File: config.mk
export PLATFORM = sky130hd
export DESIGN_NAME = acr_top
export DESIGN_NICKNAME = d
export VERILOG_FILES = /design/src/acr_pkg.sv /design/src/acr_top.sv
export SDC_FILE = /design/constraint.sdc
export NUM_CORES = 1
export LEC_CHECK = 0
export BUFFER_PORTS_ARGS = -buffer_cell sky130_fd_sc_hd__buf_2
export CAP_MARGIN = 40
export CORE_ASPECT_RATIO = 1.1
export CORE_UTILIZATION = 50
export CTS_CLUSTER_SIZE = 40
export DETAILED_ROUTE_END_ITERATION = 6
export GPL_TIMING_DRIVEN = 0
export PLACE_DENSITY = 0.86
export SKIP_LAST_GASP = 1
export SYNTH_ARGS = -nofsm -noshare
export SYNTH_HDL_FRONTEND = slang
export SYNTH_SLANG_ARGS = --single-unit
File: constraint.sdc
create_clock -name ref_clk -period 3.7 [get_ports ref_clk]
set_input_delay 0.555 -clock ref_clk [delete_from_list [all_inputs] [get_ports ref_clk]]
set_output_delay 0.555 -clock ref_clk [all_outputs]
set_load 0.02 [all_outputs]
File: src/acr_pkg.sv
/*
 * Constants for the converter control and result block: register offsets,
 * field positions, mode and clock-source codes, bus response codes.
 * Assumes a 32-bit AXI4-Lite register bus with each register in one word.
 */
// Overview of operation
// - Busy flag sets when a conversion starts, clears on completion or abort.
// - With software trigger chosen, writing control one starts a conversion.
// - With hardware trigger chosen, the trigger input starts conversions, not writes.
// - Control two bit 5 turns the automatic compare on or off.
// - Bit 4 clear: true when result below value; set: at or above.
// - Result high holds upper bits per mode; unused upper bits read zero.
// - Results update at each completion unless compare enabled and unmet.
// - On a compare event the stored result is result minus compare value.
// - In 12/10-bit mode, high read blocks new results until low read.
// - In 8-bit mode no interlock between high and low result reads.
// - After a mode change results are invalid until a new conversion.
// - Compare high supplies upper compare bits per mode; unused in 8-bit.
// - Compare low always compares with the lower eight result bits.
// - Config bit 7 picks high speed when clear, low power when set.
// - Config bits 6:5 divide the selected clock by 1, 2, 4 or 8.
// - Config bit 4 picks short sample when clear, long when set.
// - Config bits 3:2 pick 8-, 12- or 10-bit mode; 11 reserved.
// - Config bits 1:0 pick bus, bus/2, alternate or asynchronous clock.
// - Done flag sets each completion, or only on true compare when enabled.
// - A control one write aborts; in software mode it restarts unless channel is all ones.
// - Raw result is rounded to 10 or 8 bits in those modes.
package acr_pkg;
   // Register byte offsets
   localparam logic [7:0] OFF_SC1 = 8'h00;
   localparam logic [7:0] OFF_SC2 = 8'h04;
   localparam logic [7:0] OFF_RH  = 8'h08;
   localparam logic [7:0] OFF_RL  = 8'h0C;
   localparam logic [7:0] OFF_CVH = 8'h10;
   localparam logic [7:0] OFF_CVL = 8'h14;
   localparam logic [7:0] OFF_CFG = 8'h18;
   // Field positions
   localparam int SC1_DONE  = 7;
   localparam int SC2_ACT   = 7;
   localparam int SC2_TRG   = 6;
   localparam int SC2_CMPEN = 5;
   localparam int SC2_GT    = 4;
   localparam int CFG_LP    = 7;
   localparam int CFG_LSMP  = 4;
   localparam logic [4:0] CH_OFF   = 5'h1F;
   localparam logic [7:0] REG_RST  = 8'h00;
   localparam logic [11:0] RES_RST = 12'h000;
   // Mode codes
   typedef enum logic [1:0] {
      MODE_8  = 2'b00,
      MODE_12 = 2'b01,
      MODE_10 = 2'b10,
      MODE_RSV = 2'b11
   } acr_mode_t;
   localparam logic [11:0] MASK_12 = 12'h0FFF;
   localparam logic [11:0] MASK_10 = 12'h03FF;
   localparam logic [11:0] MASK_8  = 12'h00FF;
   // Clock source codes
   typedef enum logic [1:0] {
      CK_BUS   = 2'b00,
      CK_BUS2  = 2'b01,
      CK_ALT   = 2'b10,
      CK_ASYNC = 2'b11
   } acr_clksel_t;
   // Bus responses
   localparam logic [1:0] RESP_OKAY   = 2'b00;
   localparam logic [1:0] RESP_DECERR = 2'b11;
endpackage : acr_pkg

File: src/acr_top.sv
/*
 * Control, compare, result and configuration logic of the successive
 * approximation converter, with an AXI4-Lite register slave.
 * Assumes the analog core starts on conv_start_q, drops on conv_abort_q,
 * paces itself with conv_clk_tick_q and reports a raw 12-bit value with a
 * one-cycle core_done pulse. Hardware trigger and clock pins are sampled.
 */
module acr_top #(
   parameter int ADDR_W = 8
) (
   input  wire logic              ref_clk,
   input  wire logic              nrst,
   input  wire logic [ADDR_W-1:0] s_axi_awaddr,
   input  wire logic              s_axi_awvalid,
   output logic                   s_axi_awready,
   input  wire logic [31:0]       s_axi_wdata,
   input  wire logic [3:0]        s_axi_wstrb,
   input  wire logic              s_axi_wvalid,
   output logic                   s_axi_wready,
   output logic [1:0]             s_axi_bresp,
   output logic                   s_axi_bvalid,
   input  wire logic              s_axi_bready,
   input  wire logic [ADDR_W-1:0] s_axi_araddr,
   input  wire logic              s_axi_arvalid,
   output logic                   s_axi_arready,
   output logic [31:0]            s_axi_rdata,
   output logic [1:0]             s_axi_rresp,
   output logic                   s_axi_rvalid,
   input  wire logic              s_axi_rready,
   input  wire logic              hw_trigger_in,
   input  wire logic              alternate_clock,
   input  wire logic              async_converter_clock,
   input  wire logic              core_done,
   input  wire logic [11:0]       core_data,
   output logic                   conv_start_q,
   output logic                   conv_abort_q,
   output logic                   conv_in_progress_flag,
   output logic                   conv_clk_tick_q,
   output logic                   low_power_select,
   output logic                   long_sample_select,
   output logic [1:0]             conv_mode
);
   logic [ADDR_W-1:0] awaddr_q;
   logic [7:0]  wdata_q;
   logic        wstrb0_q;
   logic [4:0]  chan_q;
   logic        trg_q, cmpen_q, gt_q, done_q, act_q, lock_q;
   logic [7:0]  cvh_q, cvl_q, cfg_q;
   logic [11:0] res_q;
   logic        wr_fire, rd_fire, wr_sc1, rd_rh, rd_rl;
   logic [2:0]  hwt_q;
   logic        hw_edge, sw_start, start, abort;
   logic [1:0]  mode;
   logic [11:0] val, cv, mask, diff;
   logic [10:0] sum10;
   logic [8:0]  sum8;
   logic        cond, accept, upd;
   logic [2:0]  alt_q, asy_q;
   logic        half_q, src_tick;
   logic [2:0]  div_cnt_q, div_mask;
   logic [7:0]  rd_byte;
   logic        rd_hit;

   // Configuration fields drive the analog core directly
   assign mode      = cfg_q[3:2];
   assign conv_mode = cfg_q[3:2];
   assign low_power_select   = cfg_q[acr_pkg::CFG_LP];
   assign long_sample_select = cfg_q[acr_pkg::CFG_LSMP];
   assign conv_in_progress_flag = act_q;

   // Write completes once address and data are both held
   assign wr_fire = !s_axi_awready && !s_axi_wready && !s_axi_bvalid;
   assign rd_fire = s_axi_arvalid && s_axi_arready;
   assign wr_sc1  = wr_fire && wstrb0_q && (8'(awaddr_q) == acr_pkg::OFF_SC1);
   assign rd_rh   = rd_fire && (8'(s_axi_araddr) == acr_pkg::OFF_RH);
   assign rd_rl   = rd_fire && (8'(s_axi_araddr) == acr_pkg::OFF_RL);

   // Write address channel
   always_ff @(posedge ref_clk or negedge nrst) begin
      if (!nrst) begin
         s_axi_awready <= 1'b1;
         awaddr_q      <= '0;
      end else if (s_axi_awvalid && s_axi_awready) begin
         s_axi_awready <= 1'b0;
         awaddr_q      <= s_axi_awaddr;
      end else if (s_axi_bvalid && s_axi_bready) begin
         s_axi_awready <= 1'b1;
      end
   end

   // Write data channel; only byte lane 0 carries register bits
   always_ff @(posedge ref_clk or negedge nrst) begin
      if (!nrst) begin
         s_axi_wready <= 1'b1;
         wdata_q      <= acr_pkg::REG_RST;
         wstrb0_q     <= 1'b0;
      end else if (s_axi_wvalid && s_axi_wready) begin
         s_axi_wready <= 1'b0;
         wdata_q      <= s_axi_wdata[7:0];
         wstrb0_q     <= s_axi_wstrb[0];
      end else if (s_axi_bvalid && s_axi_bready) begin
         s_axi_wready <= 1'b1;
      end
   end

   // Write response; unmapped offsets answer with a decode error
   always_ff @(posedge ref_clk or negedge nrst) begin
      if (!nrst) begin
         s_axi_bvalid <= 1'b0;
         s_axi_bresp  <= acr_pkg::RESP_OKAY;
      end else if (wr_fire) begin
         s_axi_bvalid <= 1'b1;
         unique case (8'(awaddr_q))
            acr_pkg::OFF_SC1, acr_pkg::OFF_SC2, acr_pkg::OFF_RH, acr_pkg::OFF_RL,
            acr_pkg::OFF_CVH, acr_pkg::OFF_CVL, acr_pkg::OFF_CFG:
               s_axi_bresp <= acr_pkg::RESP_OKAY;
            default: s_axi_bresp <= acr_pkg::RESP_DECERR;
         endcase
      end else if (s_axi_bready) begin
         s_axi_bvalid <= 1'b0;
      end
   end

   // Writable registers
   always_ff @(posedge ref_clk or negedge nrst) begin
      if (!nrst) begin
         chan_q  <= acr_pkg::CH_OFF;
         trg_q   <= 1'b0;
         cmpen_q <= 1'b0;
         gt_q    <= 1'b0;
         cvh_q   <= acr_pkg::REG_RST;
         cvl_q   <= acr_pkg::REG_RST;
         cfg_q   <= acr_pkg::REG_RST;
      end else if (wr_fire && wstrb0_q) begin
         unique case (8'(awaddr_q))
            acr_pkg::OFF_SC1: chan_q <= wdata_q[4:0];
            acr_pkg::OFF_SC2: begin
               // Low four bits are not stored, so stray ones do no harm
               trg_q   <= wdata_q[acr_pkg::SC2_TRG];
               cmpen_q <= wdata_q[acr_pkg::SC2_CMPEN];
               gt_q    <= wdata_q[acr_pkg::SC2_GT];
            end
            acr_pkg::OFF_CVH: cvh_q <= wdata_q;
            acr_pkg::OFF_CVL: cvl_q <= wdata_q;
            acr_pkg::OFF_CFG: cfg_q <= wdata_q;          // results left stale
            default: ;
         endcase
      end
   end

   // Read channel with data captured at the address handshake
   always_comb begin
      rd_hit  = 1'b1;
      rd_byte = acr_pkg::REG_RST;
      unique case (8'(s_axi_araddr))
         acr_pkg::OFF_SC1: rd_byte = {done_q, 2'b00, chan_q};
         acr_pkg::OFF_SC2: rd_byte = {act_q, trg_q, cmpen_q, gt_q, 4'h0};
         acr_pkg::OFF_RH:  rd_byte = {4'h0, res_q[11:8]};
         acr_pkg::OFF_RL:  rd_byte = res_q[7:0];
         acr_pkg::OFF_CVH: rd_byte = cvh_q;
         acr_pkg::OFF_CVL: rd_byte = cvl_q;
         acr_pkg::OFF_CFG: rd_byte = cfg_q;
         default: rd_hit = 1'b0;
      endcase
   end

   always_ff @(posedge ref_clk or negedge nrst) begin
      if (!nrst) begin
         s_axi_arready <= 1'b1;
         s_axi_rvalid  <= 1'b0;
         s_axi_rdata   <= '0;
         s_axi_rresp   <= acr_pkg::RESP_OKAY;
      end else if (rd_fire) begin
         s_axi_arready <= 1'b0;
         s_axi_rvalid  <= 1'b1;
         s_axi_rdata   <= {24'h00_0000, rd_byte};
         s_axi_rresp   <= rd_hit ? acr_pkg::RESP_OKAY : acr_pkg::RESP_DECERR;
      end else if (s_axi_rvalid && s_axi_rready) begin
         s_axi_arready <= 1'b1;
         s_axi_rvalid  <= 1'b0;
      end
   end

   // Hardware trigger: two-stage synchroniser, third stage for the edge
   always_ff @(posedge ref_clk or negedge nrst) begin
      if (!nrst) hwt_q <= 3'b000;
      else       hwt_q <= {hwt_q[1:0], hw_trigger_in};
   end
   // A held trigger yields one start; writes start nothing in hardware mode
   assign hw_edge  = hwt_q[1] && !hwt_q[2];
   assign sw_start = wr_sc1 && !trg_q && (wdata_q[4:0] != acr_pkg::CH_OFF);
   assign start    = sw_start || (hw_edge && trg_q && chan_q != acr_pkg::CH_OFF);
   assign abort    = wr_sc1;

   // Start and abort strobes to the analog core
   always_ff @(posedge ref_clk or negedge nrst) begin
      if (!nrst) begin
         conv_start_q <= 1'b0;
         conv_abort_q <= 1'b0;
      end else begin
         conv_start_q <= start;
         conv_abort_q <= abort;
      end
   end

   // Busy flag; a restarting write leaves it set
   always_ff @(posedge ref_clk or negedge nrst) begin
      if (!nrst)                 act_q <= 1'b0;
      else if (start)            act_q <= 1'b1;
      else if (abort || core_done) act_q <= 1'b0;
   end

   // Rounding of the raw value to the selected width
   assign sum10 = {1'b0, core_data[11:2]} + 11'(core_data[1]);
   assign sum8  = {1'b0, core_data[11:4]} + 9'(core_data[3]);
   always_comb begin
      unique case (mode)
         acr_pkg::MODE_12: begin
            val  = core_data;
            cv   = {cvh_q[3:0], cvl_q};
            mask = acr_pkg::MASK_12;
         end
         acr_pkg::MODE_10: begin
            val  = sum10[10] ? acr_pkg::MASK_10 : {2'b00, sum10[9:0]};
            cv   = {2'b00, cvh_q[1:0], cvl_q};
            mask = acr_pkg::MASK_10;
         end
         default: begin
            // Reserved mode rounds and compares as 8-bit but keeps the read interlock
            val  = sum8[8] ? acr_pkg::MASK_8 : {4'h0, sum8[7:0]};
            cv   = {4'h0, cvl_q};
            mask = acr_pkg::MASK_8;
         end
      endcase
   end

   // Compare and the value stored on a compare event
   assign cond   = gt_q ? (val >= cv) : (val < cv);
   assign diff   = (val + ~cv + 12'h001) & mask;
   assign accept = core_done && act_q && (!cmpen_q || cond);
   assign upd    = accept && !lock_q;

   // Result registers
   always_ff @(posedge ref_clk or negedge nrst) begin
      if (!nrst)    res_q <= acr_pkg::RES_RST;
      else if (upd) res_q <= cmpen_q ? diff : val;
   end

   // High-then-low read interlock, absent in 8-bit mode
   always_ff @(posedge ref_clk or negedge nrst) begin
      if (!nrst)                                   lock_q <= 1'b0;
      else if (rd_rl || mode == acr_pkg::MODE_8)   lock_q <= 1'b0;
      else if (rd_rh)                              lock_q <= 1'b1;
   end

   // Done flag: a completion in the clearing cycle wins
   always_ff @(posedge ref_clk or negedge nrst) begin
      if (!nrst)               done_q <= 1'b0;
      else if (accept)         done_q <= 1'b1;
      else if (wr_sc1 || rd_rl) done_q <= 1'b0;
   end

   // Clock-source pins: synchronised, rising edges become ticks
   always_ff @(posedge ref_clk or negedge nrst) begin
      if (!nrst) begin
         alt_q  <= 3'b000;
         asy_q  <= 3'b000;
         half_q <= 1'b0;
      end else begin
         alt_q  <= {alt_q[1:0], alternate_clock};
         asy_q  <= {asy_q[1:0], async_converter_clock};
         half_q <= !half_q;
      end
   end

   // Source pick; pin clocks are limited to under a quarter of ref_clk
   always_comb begin
      unique case (cfg_q[1:0])
         acr_pkg::CK_BUS:   src_tick = 1'b1;
         acr_pkg::CK_BUS2:  src_tick = half_q;
         acr_pkg::CK_ALT:   src_tick = alt_q[1] && !alt_q[2];
         acr_pkg::CK_ASYNC: src_tick = asy_q[1] && !asy_q[2];
      endcase
   end
   assign div_mask = 3'((4'h1 << cfg_q[6:5]) - 4'h1);

   // Divider producing the converter clock tick
   always_ff @(posedge ref_clk or negedge nrst) begin
      if (!nrst) begin
         div_cnt_q       <= 3'b000;
         conv_clk_tick_q <= 1'b0;
      end else begin
         conv_clk_tick_q <= src_tick && ((div_cnt_q & div_mask) == div_mask);
         if (src_tick) div_cnt_q <= div_cnt_q + 3'b001;
      end
   end
endmodule : acr_top

==> impl_metrics.toml, run 1 <==
[sta]
worst_slew_pin_slew_ns = 0.6532
skew_ns = 0.006767
setup_violations = 0
slew_viol_final = 0
period_needed_ns = 3.690
timing.hold.ws_ns = 0.1946
hold_viol = 0
finalCritPeriodShare = 0.9973
max_freq_mhz = 271.0
max_slew_margin = 0.5645
fin_ws_ns = 0.009842

[setup_path]
worst_setup_path_start_kind = "primary input"
crit_family = "simple AND/OR/NAND/NOR gates"
critical_path_arrival_ns = 3.92
required_ns = 3.93
end_kind = "flop"
crit_buf_inv = 3
cp_cell_sequence = "buf_4 > ha_4 > ha_4 > and3_1 > a31oi_1 > a21oi_1 > a22oi_1 > mux2i_1 > ha_1 > and3_1 > nand2_1 > nor3_2 > nor3_2 > mux2i_2 > a211oi_2 > buf_6 > buf_6 > mux2_4"
critPathMaxStageDelay_ns = 0.38
slowest_stage = "ha_1"
crit_fanout = 5
critical_path_class = "primary input to flop"

[clock_network]
numCtsBuffers = 9
cts.sinks = 95
cts_tree = "yes"
clockBufferDepth = 2
htreeDepth = 3
clk_pin_slew_ns = 0.06
cts_root_buffer = "clkbuf_16"
clock_latency_ns = 0.34

[grt]
grt_use_total = 0.2471
grt_pass1_wl_um = 21790
grt_pass1_vias = 4533
grt_max_degree = 53
grt_overflow = 0
antenna_found_initial = 0

[drt]
drt-initial-drc-count = 345
drtAntennaViolNets = 0
vias = 4749
wire_per_inst_um = 17.46
drcViolationCount = 0
viasPerCell = 5.784
dr.pass1.iters = 5
wl_um = 14340

[die]
ioPinCount = 124
row_count = 39
design.core.area_um2 = 10540
initial_utilization = 0.5227
die_x_um = 102.1
die_height_um = 112.1
die-area_um2 = 11440

[power_and_ir_drop]
total_leakage_power_nw = 3.150
power.density_nw_per_um2 = 567.7
peakVddDrop_mv = 0.4521

[yosys]
async_flop_share = 1.000
netlist_area_um2 = 5509
ys_seq_area_frac = 0.4333
yosysWarnings = 0
synth_seq_cells = 95
ys.flop_type = "dfrtp_1"
syn_avg_cell_area_um2 = 10.24
synth_edf_count = 0
ys_types = 62
postSynthCellCount = 538

[hold_path]
holdCritPathClass = "primary input to asynchronous set/reset pin"

[run_status]
status = "finished, final reports clean"

[final_layout]
nNetsFinal = 770
nFillCells = 810
fin_util = 0.6579
drive_above_1_share = 0.3923
mostFrequentLayoutCells = "dfrtp_1 (87), buf_2 (72), nand2_1 (64)"
final_common_cell = "dfrtp_1"
multiInputGateArea_um2 = 3049
area_growth_syn_to_layout_pct = 25.87
design_area_um2 = 6934
regArea_um2 = 2387
diodes = 0

[placement]
dpl.hpwl_um = 9943
globalplace.congestion = 0.9142
portBuffers = 68
dpl-instance-area_um2 = 6155
dp_slack_ns = -0.7119

[job]
drv_cap = 0
[synthesized netlist by cell type, types with 6 or more instances]
cell,number,area (um2)
a21o_1,6,45.04
a21oi_1,19,95.09
a221oi_1,7,61.31
a22oi_1,9,67.56
a31oi_1,10,62.56
and3_1,6,37.54
buf_4,28,210.2
clkbuf_1,9,33.78
dfrtp_1,87,2177
dfstp_2,8,210.2
ha_1,21,262.8
inv_1,23,86.33
mux2_2,48,540.5
mux2_4,9,135.1
mux2i_1,16,160.2
nand2_1,64,240.2
nand3_1,16,80.08
nor2_1,19,71.32
nor3_1,11,55.05
o21ai_0,30,150.1
xnor2_1,9,78.83
xor2_1,6,52.55
[kinds of logic (layout without fill, tap and decap cells)]
family / Yosys count / in the layout / synth area share
AO/OA/AOI/OAI: 113 / 113 / 0.1333
XOR/XNOR: 15 / 15 / 0.02385
adder cells (fa/ha/maj): 22 / 22 / 0.05133
buffers and inverters: 67 / 184 / 0.06722
flip-flops: 95 / 95 / 0.4333
multiplexers: 74 / 74 / 0.1538
other: 1 / 24 / 0.0006807
AND/OR/NAND/NOR: 151 / 151 / 0.1365
[worst paths after layout]
check	startpoint	end	slack, ns	depth (start not counted)
max	core_data[2]	res_q[4]	0.01	18
min	nrst	alt_q[1]	0.19	1
max reg2reg	cfg_q[2]	res_q[4]	0.09	16
min reg2reg	asy_q[0]	asy_q[1]	0.35	0
max in group asynchronous	nrst	s_axi_arready	2.81	2
min in group ref_clk	hw_trigger_in	hwt_q[0]	0.31	1
[flip-flops by register name, indices dropped and copies added (netlist names), 3 cells and up]
signal	cells
res_q	12
awaddr_q	8
cfg_q	8
cvh_q	8
cvl_q	8
s_axi_rdata	8
wdata_q	8
chan_q	5
alt_q	3
asy_q	3
div_cnt_q	3
hwt_q	3
[layout make-up]
class	count	area share
plain buffers	43	0.04294
clock buffers	11	0.03356
clock inverters	5	0.009202
inverters	23	0.01245
multi-input cells	399	0.4397
flip-flops and latches	95	0.3443
well taps	143	0.02580
repair buffers	102	0.09202
[routing by layer]
layer	up-vias	global-route usage	share of wire
li1	2157	-	-
met1	2336	0.3023	0.39
met2	208	0.4251	0.52
met3	48	0.04795	0.057
met4	0	0.09714	0.039
met5	-	0	0
[power by group]
group / leakage, nW / internal [W] / switching (W)
clock network: 0.146 / 0.000533 / 0.000396
logic: 1.80 / 0.000730 / 0.000722
registers: 1.20 / 0.00130 / 0.000257
[per-stage QoR]
stage	cells	power (W)	setup TNS, ns
after floorplan	561	0.002362	0
after global placement	772	0.002636	-7.740
after detailed placement	775	0.002719	-8.210
after CTS	810	0.003805	0
after global routing	821	0.004125	-1.167
final	821	0.003936	0
[what timing repair did]
action | CTS | global route
setup endpoints to repair | 13 | 13
hold buffers | 0 | 0
pin swaps | 7 | 16
setup buffers | 20 | 11
hold endpoints to repair | 0 | 0
gates resized for setup | 21 | 45
Power figures use the tool's default switching activity.
==> inputs of run 2 (changes only) <==
ABC_AREA = 0   (was unset)
clock period = 3 ns   (was 3.7 ns; I/O delays follow)
==> run 2 against run 1 <==
  * The run now ends with negative setup slack left
  * First-iteration DRC count rose by 25%
  * Die area did not move
  * Setup slack got worse by 0.49 ns
  * Cell area rose by 4.6%
  * Clock power rose by 27%
  * Non-clock buffer count rose by 9
  * Critical endpoint is now res_q[7]
  * Combinational power rose by 34%
  * Sequential share of layout area fell by 1.5 points
  * Cell count rose by 1.1%
==> impl_metrics.toml, run 2 (synthesis results as in run 1) <==
[clock_network]
clock_latency_ns = 0.34
numCtsBuffers = 9
cts_root_buffer = "clkbuf_16"
cts_tree = "yes"
cts.sinks = 95
clk_pin_slew_ns = 0.07
clockBufferDepth = 2
ctsHoldBuffers = 0
htreeDepth = 3

[die]
die_x_um = 102.1
initial_utilization = 0.5227
die_height_um = 112.1
die-area_um2 = 11440
design.core.area_um2 = 10540
row_count = 39
ioPinCount = 124

[power_and_ir_drop]
clockPowerShare = 0.234
total_leakage_power_nw = 3.251
p_sw_w = 0.001786
power.density_nw_per_um2 = 695.6
seqPwrFrac = 0.379
peakVddDrop_mv = 0.5752
sw_frac_of_total = 0.3541
comb_power_share = 0.387
intPower_w = 0.003259

[sta]
max_slew_margin = 0.4502
period_needed_ns = 3.476
fin_ws_ns = -0.4758
slew_viol_final = 0
final.setup.tns_ns = -5.492
max_freq_mhz = 287.7
finalCritPeriodShare = 1.159
worst_slew_pin_slew_ns = 0.8178
setup_violations = 13
hold_viol = 0
rsz0062_at_grt = "yes"
skew_ns = 0.008520

[run_status]
status = "finished, violations left"
violations = "negative setup slack"

[drt]
drcViolationCount = 0
topRoutingLayerUsed = "met4"
vias = 4852
drtAntennaViolNets = 0
wire_per_inst_um = 17.98
dr.pass1.iters = 5
wl_met2_um = 7761
wl_met3_um = 920
drt-initial-drc-count = 430
wl_um = 14920
wl_met1_um = 5738
viasPerCell = 5.846

[grt]
antenna_found_initial = 0
grt_max_degree = 68
grt_pass1_vias = 4677
grt_pass1_wl_um = 22660
grt_use_total = 0.2554
grt_overflow = 0

[setup_path]
end_kind = "flop"
required_ns = 3.23
crit_fanout = 7
critical_path_class = "primary input to flop"
worst_setup_path_start_kind = "primary input"
critical_path_arrival_ns = 3.70

[final_layout]
largest_register = "res_q"
mostFrequentLayoutCells = "dfrtp_1 (87), buf_4 (70), buf_2 (68)"
drive_above_1_share = 0.4279
largest_reg_flops = 12
design_area_um2 = 7253
final_common_cell = "dfrtp_1"
final-instance-count-excl-fill = 830
area_growth_syn_to_layout_pct = 31.66
diodes = 0
nNetsFinal = 779

[hold_path]
holdCritPathClass = "primary input to asynchronous set/reset pin"

[placement]
globalplace.congestion = 0.8833
place_inst = 774
dpl.hpwl_um = 10010
dpl-instance-area_um2 = 6265
portBuffers = 68

[job]
drv_cap = 0
-- run 2: path summary, 6_finish.rpt --
kind                       slack (ns)             startpoint            to  cells after the start
setup / recovery                -0.48           core_data[2]      res_q[7]                     18
setup reg to reg                -0.43               cfg_q[2]      res_q[7]                     17
hold reg to reg                  0.36               alt_q[0]      alt_q[1]                      0
max in group asynchronous        2.28                   nrst     chan_q[2]                      2
hold / removal                   0.03                   nrst  div_cnt_q[1]                      1
min in group ref_clk             0.21  async_converter_clock      asy_q[0]                      1
-- run 2: per-stage QoR --
stage                     hold WS (ns)  power [W]    util  worst slack [ns]
after CTS                      0.04177   0.004759  0.6528           -0.4722
after detailed placement        0.3410   0.003397  0.5944           -0.8947
final                          0.03110   0.005045  0.6882           -0.4758
after global routing           0.05023   0.005288  0.6882           -0.5598
after floorplan                 0.1544   0.002946       -           -0.2984
after global placement          0.3327   0.003314  0.5910           -0.8566
-- run 2: layout make-up --
class	instances	area [um2]
clock buffer	9	225.2
fill	758	3287
timing repair buffer	110	706.9
multi-input combinational	399	3232
clock inverter	7	86.33
sequential	95	2387
buffer	44	347.8
tap	143	178.9
inverter	23	88.84
-- run 2: per-layer routing --
layer,vias to the layer above,track usage
met5,-,0
met4,0,0.1171
met3,49,0.04795
met2,247,0.4398
met1,2368,0.3061
li1,2188,-
-- run 2: critical path: stages --
cell and delay [ns]:
buf_8 0.08, ha_4 0.14, ha_4 0.15, nand3_4 0.10, nor3_4 0.32, o31a_1 0.21
a21oi_2 0.05, mux2i_4 0.22, ha_4 0.26, a21oi_2 0.18, o21a_1 0.19, o22ai_2 0.10
nor3_2 0.19, mux2i_2 0.30, a211oi_2 0.11, buf_4 0.18, buf_4 0.17, mux2_4 0.30
-- run 2: power by group through the flow --
stage	Clock (W)	Combinational, W	Sequential [W]
after floorplan	0	0.00107	0.00188
after global placement	0	0.00141	0.00190
after detailed placement	0	0.00148	0.00192
after CTS	0.00119	0.00167	0.00190
after global routing	0.00125	0.00209	0.00195
final	0.00118	0.00195	0.00191
-- run 2: repair_timing --
| action | CTS | global route |
|---|---|---|
| cloned | 1 | 0 |
| buffers inserted | 22 | 18 |
| endpoints found under the hold margin | 0 | 0 |
| resized for setup | 30 | 46 |
| pin swaps | 10 | 26 |
| setup endpoints to repair | 13 | 13 |
==> inputs of run 3 (changes only) <==
BUFFER_PORTS_ARGS = unset   (was -buffer_cell sky130_fd_sc_hd__buf_2)
CORE_UTILIZATION = 25   (was 50)
DONT_BUFFER_PORTS = 1   (was unset)
PLACE_DENSITY = 0.48   (was 0.86)
==> run 3 against run 2 <==
  * The flow still finishes with violations (negative setup slack)
  * Cell count grew 8.2%
  * Register-to-register slack improved by 0.08 ns
  * Critical path depth down 4
  * Utilization is 36 points lower
  * Worst hold slack got worse by 0.0039 ns
  * Sequential power up 3%
  * Setup slack better by 0.13 ns
  * Critical path type is now flop to flop
  * Critical endpoint is now res_q[2]
  * Largest power group is now registers
==> impl_metrics.toml, run 3 (synthesis results as in run 1) <==
[clock_network]
clk_pin_slew_ns = 0.06
clock_latency_ns = 0.34
cts_root_buffer = "clkbuf_16"
numCtsBuffers = 9
cts.sinks = 95
clockBufferDepth = 2
htreeDepth = 3
cts_tree = "yes"

[setup_path]
r2r_cells = 14
critical_path_arrival_ns = 3.57
required_ns = 3.22
slowest_stage = "dfrtp_1"
cp_cell_sequence = "buf_4 > ha_4 > clkbuf_8 > a22oi_2 > mux2i_2 > ha_1 > and3_4 > nand2_2 > nor3_2 > nor3_2 > mux2i_2 > a211oi_2 > buf_4 > mux2_4"
critPathMaxStageDelay_ns = 0.40
crit_fanout = 10
end_kind = "flop"
worst-path-stages = 14
worst_setup_path_start_kind = "flop"
crit_family = "multiplexers"
crit_buf_inv = 3
critical_path_class = "flop to flop"

[die]
ioPinCount = 124
row_count = 56
design.core.area_um2 = 21440
die-area_um2 = 22630
initial_utilization = 0.2569
die_x_um = 143.5
die_height_um = 157.7

[drt]
drcViolationCount = 0
wire_per_inst_um = 16.75
vias = 4233
drtAntennaViolNets = 0
drt-initial-drc-count = 198
viasPerCell = 4.714
wl_um = 15050
wl_met3_um = 773
dr.pass1.iters = 6
wl_met1_um = 6344
wl_met2_um = 7586
topRoutingLayerUsed = "met4"

[sta]
final.setup.tns_ns = -3.889
hold_viol = 0
fin_ws_ns = -0.3499
max_slew_margin = 0.5413
max_freq_mhz = 298.5
finalCritPeriodShare = 1.117
slew_viol_final = 0
rsz0062_at_grt = "yes"
skew_ns = 0.006087
period_needed_ns = 3.350
worst_slew_pin_slew_ns = 0.6828
setup_violations = 13

[placement]
globalplace.congestion = 0.8085
portBuffers = 0
place_inst = 853
dpl.hpwl_um = 11260

[final_layout]
final-instance-count-excl-fill = 898
mostFrequentLayoutCells = "dfrtp_1 (86), nand2_1 (62), buf_4 (56)"
drive_above_1_share = 0.3443
largest_register = "res_q"
nNetsFinal = 699
area_growth_syn_to_layout_pct = 26.37
final_common_cell = "dfrtp_1"
largest_reg_flops = 12

[run_status]
violations = "negative setup slack"
status = "finished, violations left"

[grt]
grt_max_degree = 96
grt_pass1_vias = 4262
antenna_found_initial = 0
grt_use_total = 0.1358
grt_overflow = 0
grt_pass1_wl_um = 23300

[power_and_ir_drop]
p_total_w = 0.004781
total_leakage_power_nw = 2.887
power.density_nw_per_um2 = 686.7
peakVddDrop_mv = 0.4951

[job]
drv_cap = 0

[hold_path]
holdCritPathClass = "primary input to asynchronous set/reset pin"
[run 3: worst paths after layout]
check	startpoint	end	slack, ns
hold reg to reg	asy_q[0]	asy_q[1]	0.35
setup reg to reg	cfg_q[3]	res_q[2]	-0.35
max in group asynchronous	nrst	chan_q[2]	2.58
hold / removal	nrst	conv_clk_tick_q	0.03
min in group ref_clk	alternate_clock	alt_q[0]	0.14
setup / recovery	cfg_q[3]	res_q[2]	-0.35
[run 3: per-layer routing]
layer / vias to the layer above / global-route usage
met2: 109 / 0.2356
met4: 0 / 0.05775
met5: - / 0
met1: 2095 / 0.1608
met3: 19 / 0.02995
li1: 2010 / -
[run 3: final cells by class]
type | instances | area (um2)
antenna | 1 | 2.502
clock inverter | 3 | 43.79
sequential | 95 | 2389
buffer | 43 | 334.1
timing repair buffer | 31 | 264.0
fill | 2269 | 14480
multi-input combinational | 399 | 3219
tap | 290 | 362.8
clock buffer | 13 | 250.2
inverter | 23 | 96.34
[run 3: repair_timing]
| item | CTS | global route |
|---|---|---|
| gates resized for setup | 46 | 28 |
| pin swaps | 10 | 20 |
| endpoints found under the hold margin | 95 | 0 |
| hold buffers | 1 | 0 |
| setup endpoints to repair | 13 | 13 |
| cloned | 1 | 0 |
| setup buffers | 21 | 6 |
[run 3: where the power goes]
part | leakage [nW] | internal, W | switching, W
logic | 1.54 | 0.000880 | 0.000805
registers | 1.20 | 0.00160 | 0.000371
clock network | 0.144 | 0.000669 | 0.000452
[run 3: per-stage QoR]
step                setup slack, ns  hold slack (ns)  cell area (um2)  utilization
floorplan                   -0.2984           0.1544             5710            -
global placement             -1.064           0.1580             6073       0.2833
detailed placement           -1.030           0.1586             6083       0.2837
CTS                         -0.4083          0.04943             6785       0.3165
global route                -0.4893          0.04734             6959       0.3246
finish                      -0.3499          0.02723             6962       0.3247
